### src/mpr_consts.vh
// MIDI parameter router constants
// Operation
// - Panel destination: internal, internal plus MIDI, MIDI only
// - Internal only: panel changes reach generator, none sent on MIDI
// - Internal plus MIDI or MIDI only: panel changes sent on MIDI
// - MIDI only: panel changes reach generator only when echoed back
// - Three pages of at most 128 parameters each
// - First page travels as control change, both ways
// - Second page travels as key pressure, fields as control change
// - First and second pages form one single-sound program
// - Shared channel: only lowest-numbered part takes sound parameters
// - Performance controllers reach every part on the channel
// - Per-page system-exclusive enable makes it the only way in
// - Third page, multi and global settings, only by system exclusive
// - System exclusive addresses one part directly, whatever its channel
// - Two transports: lower page suggested control change, upper key pressure
`ifndef MPR_CONSTS_VH
`define MPR_CONSTS_VH

`define MPR_ADDR_CONFIG  8'h00
`define MPR_ADDR_CHAN    8'h04
`define MPR_ADDR_STATUS  8'h08
`define MPR_ADDR_DROPS   8'h0c

`define MPR_CFG_DEST_LSB 0
`define MPR_CFG_DEST_MSB 1
`define MPR_CFG_LOTR     2
`define MPR_CFG_HITR     3
`define MPR_CFG_SX1      4
`define MPR_CFG_SX2      5
`define MPR_STATUS_TXPND 16

`define MPR_DEST_INT      2'h0
`define MPR_DEST_INT_MIDI 2'h1
`define MPR_DEST_MIDI     2'h2
`define MPR_DEST_RESET    2'h0

`define MPR_TR_CC        1'b0
`define MPR_TR_KP        1'b1
`define MPR_LOTR_RESET   1'b0
`define MPR_HITR_RESET   1'b1

`define MPR_ST_CC        4'hb
`define MPR_ST_KP        4'ha

`define MPR_PAGE_PERF    2'h0
`define MPR_PAGE1        2'h1
`define MPR_PAGE2        2'h2
`define MPR_PAGE3        2'h3
`define MPR_PAGE_SIZE    128

`define MPR_CC_MODWHEEL  7'h01
`define MPR_CC_BREATH    7'h02
`define MPR_CC_FOOT      7'h04
`define MPR_CC_SUSTAIN   7'h40

`endif

### src/mpr_msg_class.v
// Classifies an incoming channel message into a parameter page
`timescale 1ns/1ps
`default_nettype none
`include "mpr_consts.vh"
module mpr_msg_class (
   input  wire [7:0] status,   // Status byte
   input  wire [6:0] number,   // First data byte
   input  wire       lotr,     // Lower page transport
   input  wire       hitr,     // Upper page transport
   input  wire       sx1_en,   // Page 1 system exclusive only
   input  wire       sx2_en,   // Page 2 system exclusive only
   output reg  [1:0] page,     // Page code
   output reg        valid,    // Message carries a parameter
   output reg        locked,   // Page is system exclusive only
   output wire [3:0] chan      // Channel nibble
);
   reg kind_cc;
   reg kind_kp;
   reg perf;
   reg lo;
   reg hi;

   function is_perf;
      input [6:0] n;
      begin
         is_perf = (n == `MPR_CC_MODWHEEL) | (n == `MPR_CC_BREATH) |
                   (n == `MPR_CC_FOOT) | (n == `MPR_CC_SUSTAIN);
      end
   endfunction

   assign chan = status[3:0];

   always @* begin
      kind_cc = (status[7:4] == `MPR_ST_CC);
      kind_kp = (status[7:4] == `MPR_ST_KP);
      perf    = kind_cc & is_perf(number);
      lo      = (lotr == `MPR_TR_CC) ? kind_cc : kind_kp;
      hi      = (hitr == `MPR_TR_CC) ? kind_cc : kind_kp;
      // Lower page wins if both transports name the same message type
      page    = perf ? `MPR_PAGE_PERF : (lo ? `MPR_PAGE1 : `MPR_PAGE2);
      valid   = perf | lo | hi;
      locked  = ~perf & (lo ? sx1_en : sx2_en);
   end
endmodule
`default_nettype wire

### src/mpr_part_pick.v
// Finds the parts listening on a channel and the lowest of them
`timescale 1ns/1ps
`default_nettype none
module mpr_part_pick #(
   parameter NUM_PARTS = 4
) (
   input  wire [3:0]             chan,      // Channel of the message
   input  wire [4*NUM_PARTS-1:0] chan_map,  // Receive channel of each part
   output wire [NUM_PARTS-1:0]   all_mask,  // Every matching part
   output wire [NUM_PARTS-1:0]   low_mask,  // Lowest matching part only
   output wire                   hit        // At least one part matches
);
   genvar g;
   generate
      for (g = 0; g < NUM_PARTS; g = g + 1) begin : g_match
         assign all_mask[g] = (chan_map[4*g +: 4] == chan);
      end
   endgenerate

   // Isolating the lowest set bit needs no priority chain
   assign low_mask = all_mask & (~all_mask + {{(NUM_PARTS-1){1'b0}}, 1'b1});
   assign hit      = |all_mask;
endmodule
`default_nettype wire

### src/mpr_router.v
// MIDI parameter router: panel, MIDI and system-exclusive paths to the generator
//
// Implementation choices: the register addresses and the address-and-strobe port.
`timescale 1ns/1ps
`default_nettype none
`include "mpr_consts.vh"
module mpr_router #(
   parameter NUM_PARTS = 4,
   parameter PART_W    = 2
) (
   input  wire                 clock,        // 40 MHz clock
   input  wire                 srst,         // Synchronous reset, active high
   input  wire [7:0]           reg_addr,     // Register byte address
   input  wire [31:0]          reg_wdata,    // Register write data
   input  wire                 reg_wr,       // Write strobe
   input  wire                 reg_rd,       // Read strobe
   output reg  [31:0]          reg_rdata,    // Read data, cycle after strobe
   input  wire                 panel_valid,  // Knob or button change offered
   output reg                  panel_ready,  // Panel change taken
   input  wire [PART_W-1:0]    panel_part,   // Part being edited
   input  wire                 panel_page,   // 0 first page, 1 second page
   input  wire [6:0]           panel_param,  // Parameter number
   input  wire [6:0]           panel_value,  // Parameter value
   input  wire                 rx_valid,     // Parsed channel message offered
   output reg                  rx_ready,     // Channel message taken
   input  wire [7:0]           rx_status,    // Status byte
   input  wire [6:0]           rx_data1,     // Number byte
   input  wire [6:0]           rx_data2,     // Value byte
   input  wire                 sx_valid,     // System exclusive parameter, always taken
   input  wire [PART_W-1:0]    sx_part,      // Target part
   input  wire [1:0]           sx_page,      // Page 1 to 3, 0 ignored
   input  wire [6:0]           sx_param,     // Parameter number
   input  wire [6:0]           sx_value,     // Parameter value
   output reg                  tx_valid,     // Outgoing message ready
   input  wire                 tx_ready,     // Transmitter takes message
   output reg  [7:0]           tx_status,    // Outgoing status byte
   output reg  [6:0]           tx_data1,     // Outgoing number byte
   output reg  [6:0]           tx_data2,     // Outgoing value byte
   output reg                  gen_valid,    // Generator update pulse
   output reg  [NUM_PARTS-1:0] gen_mask,     // Parts that take the update
   output reg  [1:0]           gen_page,     // Page code, 0 performance controller
   output reg  [6:0]           gen_param,    // Parameter number
   output reg  [6:0]           gen_value     // Parameter value
);
   // Configuration and status
   reg  [1:0]             dest_q;
   reg                    lotr_q;
   reg                    hitr_q;
   reg                    sx1_q;
   reg                    sx2_q;
   reg  [4*NUM_PARTS-1:0] chan_q;
   reg  [NUM_PARTS-1:0]   edited_q;
   reg  [7:0]             drops_q;

   // Next values
   reg                    gen_valid_d;
   reg  [NUM_PARTS-1:0]   gen_mask_d;
   reg  [1:0]             gen_page_d;
   reg  [6:0]             gen_param_d;
   reg  [6:0]             gen_value_d;
   reg  [NUM_PARTS-1:0]   edited_d;
   reg  [7:0]             drops_d;
   reg  [31:0]            rdata_d;

   // Path selection
   reg                    sel_sx;
   reg                    sel_rx;
   reg                    sel_pn;
   reg                    pn_gen;
   reg                    pn_tx;
   reg                    pn_tr;
   reg                    rx_apply;
   reg                    rx_drop;
   reg  [NUM_PARTS-1:0]   rx_mask;
   reg  [NUM_PARTS-1:0]   clr_mask;
   reg  [3:0]             pn_chan;

   wire [1:0]             cls_page;
   wire                   cls_valid;
   wire                   cls_locked;
   wire [3:0]             cls_chan;
   wire [NUM_PARTS-1:0]   all_mask;
   wire [NUM_PARTS-1:0]   low_mask;
   wire                   hit;
   wire                   wr_cfg;
   wire                   wr_status;
   wire                   wr_drops;

   function dest_gen;
      input [1:0] d;
      begin
         // Reserved code 3 behaves as internal only
         dest_gen = (d != `MPR_DEST_MIDI);
      end
   endfunction

   function dest_tx;
      input [1:0] d;
      begin
         dest_tx = (d == `MPR_DEST_INT_MIDI) | (d == `MPR_DEST_MIDI);
      end
   endfunction

   function [NUM_PARTS-1:0] onehot;
      input [PART_W-1:0] p;
      integer k;
      begin
         onehot = {NUM_PARTS{1'b0}};
         for (k = 0; k < NUM_PARTS; k = k + 1) begin
            if (p == k[PART_W-1:0]) begin
               onehot[k] = 1'b1;
            end
         end
      end
   endfunction

   assign wr_cfg    = reg_wr & (reg_addr == `MPR_ADDR_CONFIG);
   assign wr_status = reg_wr & (reg_addr == `MPR_ADDR_STATUS);
   assign wr_drops  = reg_wr & (reg_addr == `MPR_ADDR_DROPS);

   mpr_msg_class u_class (
      .status (rx_status),
      .number (rx_data1),
      .lotr   (lotr_q),
      .hitr   (hitr_q),
      .sx1_en (sx1_q),
      .sx2_en (sx2_q),
      .page   (cls_page),
      .valid  (cls_valid),
      .locked (cls_locked),
      .chan   (cls_chan)
   );

   mpr_part_pick #(
      .NUM_PARTS (NUM_PARTS)
   ) u_pick (
      .chan     (cls_chan),
      .chan_map (chan_q),
      .all_mask (all_mask),
      .low_mask (low_mask),
      .hit      (hit)
   );

   // Path arbitration: system exclusive first, then MIDI input, then panel
   always @* begin
      pn_gen      = dest_gen(dest_q);
      pn_tx       = dest_tx(dest_q);
      pn_tr       = panel_page ? hitr_q : lotr_q;
      pn_chan     = chan_q[4*panel_part +: 4];
      sel_sx      = sx_valid & (sx_page != `MPR_PAGE_PERF);
      rx_ready    = ~sx_valid;
      sel_rx      = rx_valid & ~sx_valid;
      // A panel change that must go out waits while the transmitter holds one
      panel_ready = ~sx_valid & ~rx_valid & (~pn_tx | ~tx_valid | tx_ready);
      sel_pn      = panel_valid & panel_ready;
      rx_mask     = (cls_page == `MPR_PAGE_PERF) ? all_mask : low_mask;
      rx_apply    = sel_rx & cls_valid & ~cls_locked & hit;
      rx_drop     = sel_rx & cls_valid & (cls_locked | ~hit);
   end

   always @* begin
      gen_valid_d = 1'b0;
      gen_mask_d  = gen_mask;
      gen_page_d  = gen_page;
      gen_param_d = gen_param;
      gen_value_d = gen_value;
      if (sel_sx) begin
         // Direct part address ignores channel assignment
         gen_valid_d = 1'b1;
         gen_mask_d  = onehot(sx_part);
         gen_page_d  = sx_page;
         gen_param_d = sx_param;
         gen_value_d = sx_value;
      end else if (rx_apply) begin
         // Echoed panel data in MIDI-only mode lands here
         gen_valid_d = 1'b1;
         gen_mask_d  = rx_mask;
         gen_page_d  = cls_page;
         gen_param_d = rx_data1;
         gen_value_d = rx_data2;
      end else if (sel_pn & pn_gen) begin
         gen_valid_d = 1'b1;
         gen_mask_d  = onehot(panel_part);
         gen_page_d  = panel_page ? `MPR_PAGE2 : `MPR_PAGE1;
         gen_param_d = panel_param;
         gen_value_d = panel_value;
      end
   end

   // Program-edited flags: a new edit in the clearing cycle survives
   always @* begin
      clr_mask = wr_status ? reg_wdata[NUM_PARTS-1:0] : {NUM_PARTS{1'b0}};
      edited_d = edited_q & ~clr_mask;
      if (gen_valid_d & ((gen_page_d == `MPR_PAGE1) | (gen_page_d == `MPR_PAGE2))) begin
         edited_d = edited_d | gen_mask_d;
      end
   end

   always @* begin
      drops_d = wr_drops ? 8'h00 : drops_q;
      if (rx_drop & (drops_q != 8'hff)) begin
         drops_d = drops_q + 8'h01;
      end
   end

   always @* begin
      rdata_d = 32'h0000_0000;
      case (reg_addr)
         `MPR_ADDR_CONFIG: begin
            rdata_d[`MPR_CFG_DEST_MSB:`MPR_CFG_DEST_LSB] = dest_q;
            rdata_d[`MPR_CFG_LOTR] = lotr_q;
            rdata_d[`MPR_CFG_HITR] = hitr_q;
            rdata_d[`MPR_CFG_SX1]  = sx1_q;
            rdata_d[`MPR_CFG_SX2]  = sx2_q;
         end
         `MPR_ADDR_CHAN: begin
            rdata_d[4*NUM_PARTS-1:0] = chan_q;
         end
         `MPR_ADDR_STATUS: begin
            rdata_d[NUM_PARTS-1:0]     = edited_q;
            rdata_d[`MPR_STATUS_TXPND] = tx_valid;
         end
         `MPR_ADDR_DROPS: begin
            rdata_d[7:0] = drops_q;
         end
         default: begin
            rdata_d = 32'h0000_0000;
         end
      endcase
   end

   always @(posedge clock) begin
      if (srst) begin
         dest_q <= `MPR_DEST_RESET;
         lotr_q <= `MPR_LOTR_RESET;
         hitr_q <= `MPR_HITR_RESET;
         sx1_q  <= 1'b0;
         sx2_q  <= 1'b0;
      end else if (wr_cfg) begin
         dest_q <= reg_wdata[`MPR_CFG_DEST_MSB:`MPR_CFG_DEST_LSB];
         lotr_q <= reg_wdata[`MPR_CFG_LOTR];
         hitr_q <= reg_wdata[`MPR_CFG_HITR];
         sx1_q  <= reg_wdata[`MPR_CFG_SX1];
         sx2_q  <= reg_wdata[`MPR_CFG_SX2];
      end
   end

   // One receive channel per part; part n starts on channel n
   genvar g;
   generate
      for (g = 0; g < NUM_PARTS; g = g + 1) begin : g_chan
         always @(posedge clock) begin
            if (srst) begin
               chan_q[4*g +: 4] <= g[3:0];
            end else if (reg_wr & (reg_addr == `MPR_ADDR_CHAN)) begin
               chan_q[4*g +: 4] <= reg_wdata[4*g +: 4];
            end
         end
      end
   endgenerate

   always @(posedge clock) begin
      if (srst) begin
         edited_q  <= {NUM_PARTS{1'b0}};
         drops_q   <= 8'h00;
         reg_rdata <= 32'h0000_0000;
      end else begin
         edited_q  <= edited_d;
         drops_q   <= drops_d;
         reg_rdata <= reg_rd ? rdata_d : 32'h0000_0000;
      end
   end

   always @(posedge clock) begin
      if (srst) begin
         gen_valid <= 1'b0;
         gen_mask  <= {NUM_PARTS{1'b0}};
         gen_page  <= `MPR_PAGE_PERF;
         gen_param <= 7'h00;
         gen_value <= 7'h00;
      end else begin
         gen_valid <= gen_valid_d;
         gen_mask  <= gen_mask_d;
         gen_page  <= gen_page_d;
         gen_param <= gen_param_d;
         gen_value <= gen_value_d;
      end
   end

   // Transmit holding register; the panel stalls rather than lose a message
   always @(posedge clock) begin
      if (srst) begin
         tx_valid  <= 1'b0;
         tx_status <= 8'h00;
         tx_data1  <= 7'h00;
         tx_data2  <= 7'h00;
      end else if (sel_pn & pn_tx) begin
         tx_valid  <= 1'b1;
         tx_status <= {(pn_tr == `MPR_TR_KP) ? `MPR_ST_KP : `MPR_ST_CC, pn_chan};
         tx_data1  <= panel_param;
         tx_data2  <= panel_value;
      end else if (tx_ready) begin
         tx_valid  <= 1'b0;
      end
   end
endmodule
`default_nettype wire

### config.mk
export PLATFORM = sky130hd
export DESIGN_NAME = mpr_router
export DESIGN_NICKNAME = d
export VERILOG_FILES = /design/src/mpr_msg_class.v /design/src/mpr_part_pick.v /design/src/mpr_router.v
export VERILOG_INCLUDE_DIRS = /design/src
export SDC_FILE = /design/constraint.sdc
export NUM_CORES = 1
export LEC_CHECK = 0
export CAP_MARGIN = 20
export CORE_UTILIZATION = 65
export DETAILED_ROUTE_END_ITERATION = 7
export DONT_BUFFER_PORTS = 1
export PLACE_DENSITY = 0.83
export SYNTH_ARGS = -nofsm -noshare
export SYNTH_HDL_FRONTEND = slang
export SYNTH_SLANG_ARGS = --single-unit
### constraint.sdc
create_clock -name clock -period 5.9 [get_ports clock]
set_input_delay 0.59 -clock clock [delete_from_list [all_inputs] [get_ports clock]]
set_output_delay 0.59 -clock clock [all_outputs]
set_load 0.1 [all_outputs]
==> metrics.md <==
| Metric | Value |
|---|---|
| Outcome | `finished, final reports clean` |
| Full die area | `7240 µm²` |
| Share of flip-flops with an asynchronous set or reset | `0%` |
| Pins Over Slew Limit | `0` |
| Cts-stage hold buffer count | `0` |
| Ant. Diodes | `0` |
| Fin util | `71.5%` |
| Synthesized area per cell | `8.94 µm²` |
| Startpoint Class | `flop` |
| GRT Overall Usage | `31.4%` |
| Slew headroom | `28.1%` |
| ANT nets after route | `0` |
| P per Cell Area | `269 nW/µm²` |
| RD Place Congestion | `0.926` |
| DR iter-0 viols | `348` |
| Unrepaired setup endpoints after global routing | `false` |
| Warnings, synthesis | `0` |
| EDFF count, synth | `0` |
| CTS Root Buffer Type | `clkbuf_8` |
| Layout area overhead | `3.60%` |
| Row count | `29` |
| Initial antenna violation count | `0` |
| Max VDD drop | `0.194 mV` |
| Sequential share of the synthesized area | `41.5%` |
| Largest net degree at the start of global routing | `83` |
| H-tree levels | `3` |
| Clk buf depth | `2` |
| Drt first pass iters | `6` |
| Crit-path max FO | `8` |
| Post-DP HPWL | `8.09 mm` |
| Setup TNS | `0 ns` |
| Top area cells in the synthesized netlist | `dfxtp_1 42%, nand2_1 6.0%, a21oi_1 5.1%` |
| Initial Util | `69.1%` |
| Worst setup EP type | `flop` |
| Routed WL per cell | `19.6 µm` |
| CTS resizes | `0` |
| Hold crit path type | `primary input to flop` |
| Setup bufs post-CTS | `0` |
| Vias | `3,726` |
| Die H | `85.1 µm` |
| Inserted Clock Buffers | `9` |
| Top-level I/O count | `183` |
| Leak | `1.83 nW` |
| Max-cap viol count | `0` |
| Synth Register Bits | `93` |
| # placed instances | `552` |
| Synth top cells by count | `93 x dfxtp_1, 72 x nand2_1, 46 x a21oi_1` |
| Post-Place Setup Slack | `2.80 ns` |
| Vias per inst | `6.56` |
| Final WS setup | `2.75 ns` |
| Worst skew pair latency | `0.37 ns` |
| Peak Freq | `317 MHz` |
| Worst Setup Path Type | `flop to flop` |
| Final std cells w/o fill | `568` |
| CTS tree | `done` |
| CORE AREA | `6490 µm²` |
| Main synth FF type | `dfxtp_1` |
| Share of layout cells above drive strength 1 | `8.35%` |
| Clock skew | `0.00712 ns` |
| Clk sink count | `93` |
| Final setup fails | `0` |
| Buffers on Ports | `0` |
| Slew @ Worst Pin | `1.08 ns` |
| Clock slew at reported path FFs | `0.10 ns` |
| Overall Power | `1.25 mW` |
| Synth Cell Area | `4490 µm²` |
| Crit path DAT | `3.43 ns` |
| WL final | `11.1 mm` |
| DR DRC count | `0` |
| Synth top area share | `41.5%` |
| Required time worst endpoint | `6.18 ns` |
| Synth area leader | `dfxtp_1` |
| Endpoints failing hold | `0` |
| Minimum clock period | `3.15 ns` |
| Die width | `85.1 µm` |
| Synth Instances | `502` |
| Final period util | `53.4%` |
| Most common cell in the synthesized netlist | `dfxtp_1` |
| First-pass GRT wire length | `17.7 mm` |
| Grt ovf | `0` |
| Vias in the first global route | `3,720` |
| Nets | `593` |
| Netlist cell types | `64` |
## sequential cells by signal, summed over array words and instances, names as in the netlist, 2 cells and up
| signal | count |
|---|---|
| gen_param | 7 |
| tx_data2 | 7 |
| chan_q | 16 |
| drops_q | 8 |
| tx_status | 6 |
| gen_mask | 4 |
| reg_rdata | 17 |
| edited_q | 4 |
| tx_data1 | 7 |
| gen_page | 2 |
| gen_value | 7 |
| dest_gen.d | 2 |
## area by class of cell
class / instances / area [µm²]
Sequential cell: 93 / 1860
Timing Repair Buffer: 5 / 57.6
Inverter: 6 / 22.5
Tap cell: 77 / 96.3
Fill cell: 503 / 1850
Clock inverter: 7 / 65.1
Multi-Input combinational cell: 371 / 2420
Clock buffer: 9 / 124
## layer usage
| layer | global-route usage, % | up-vias | wire [µm] |
|---|---|---|---|
| li1 | - | 1747 | - |
| met1 | 37.2 | 1768 | 4470 |
| met2 | 52.3 | 188 | 5390 |
| met3 | 8.66 | 23 | 1030 |
| met4 | 16.2 | 0 | 254 |
| met5 | 0 | - | 0 |
## power breakdown
part	leakage [nW]	switching, mW	internal [mW]
Clock	0.0947	0.250	0.164
Sequential	0.754	0.0776	0.639
Combinational	0.986	0.0865	0.0347
## worst max-delay path: stages (launching register included)
cell and delay [ns]:
dfxtp_1 1.04, nor3b_1 0.60, nand4bb_1 0.46, nand2_1 0.09
a21oi_1 0.19, a21oi_1 0.11, xor2_1 0.22, o41ai_2 0.34
## cells by family after synthesis
group                    count (synthesis)  synth area share, %
adder cells (fa/ha/maj)                  2                0.558
flip-flops                              93                 41.5
other                                    1               0.0836
AO/OA/AOI/OAI                           99                 15.0
AND/OR/NAND/NOR                        205                 23.8
multiplexers                            30                 8.98
buffers and inverters                   53                 6.28
XOR/XNOR                                19                 3.71
## stage by stage
step	hold slack [ns]	cell area, µm²
2_1_floorplan	0.445	4540
3_3_place_gp	0.461	4460
3_5_place_dp	0.474	4460
4_1_cts	0.265	4650
5_1_grt	0.257	4650
6_report	0.275	4650
## layout by cell type, fill, tap and decap left out, types with 4 or more instances in the layout
cell type / instances
a21oi_1: 46
mux4_2: 8
and4b_1: 4
inv_1: 6
dfxtp_1: 92
and2_1: 8
nand3b_1: 13
o31ai_1: 4
o21ai_1: 5
mux2i_1: 20
nor2b_1: 8
nor3_1: 6
o21ai_0: 4
nor4_1: 4
and3_1: 8
nor2_1: 44
buf_4: 4
xor2_1: 18
nand3_1: 11
a222oi_1: 14
conb_1: 16
clkbuf_8: 9
or3_1: 4
nand2_1: 72
## worst paths after layout
check,from,to,slack [ns],cells after the start
hold / removal,srst,tx_status[3]$_SDFFE_PP0P_,0.27,1
setup reg to reg,tx_valid$_SDFFE_PP0P_,edited_q[0]$_SDFF_PP0_,2.75,7
setup / recovery,tx_valid$_SDFFE_PP0P_,edited_q[0]$_SDFF_PP0_,2.75,7
hold reg to reg,sx2_q$_SDFFE_PP0P_,sx2_q$_SDFFE_PP0P_,0.49,2
(Power assumes the default switching activity.)
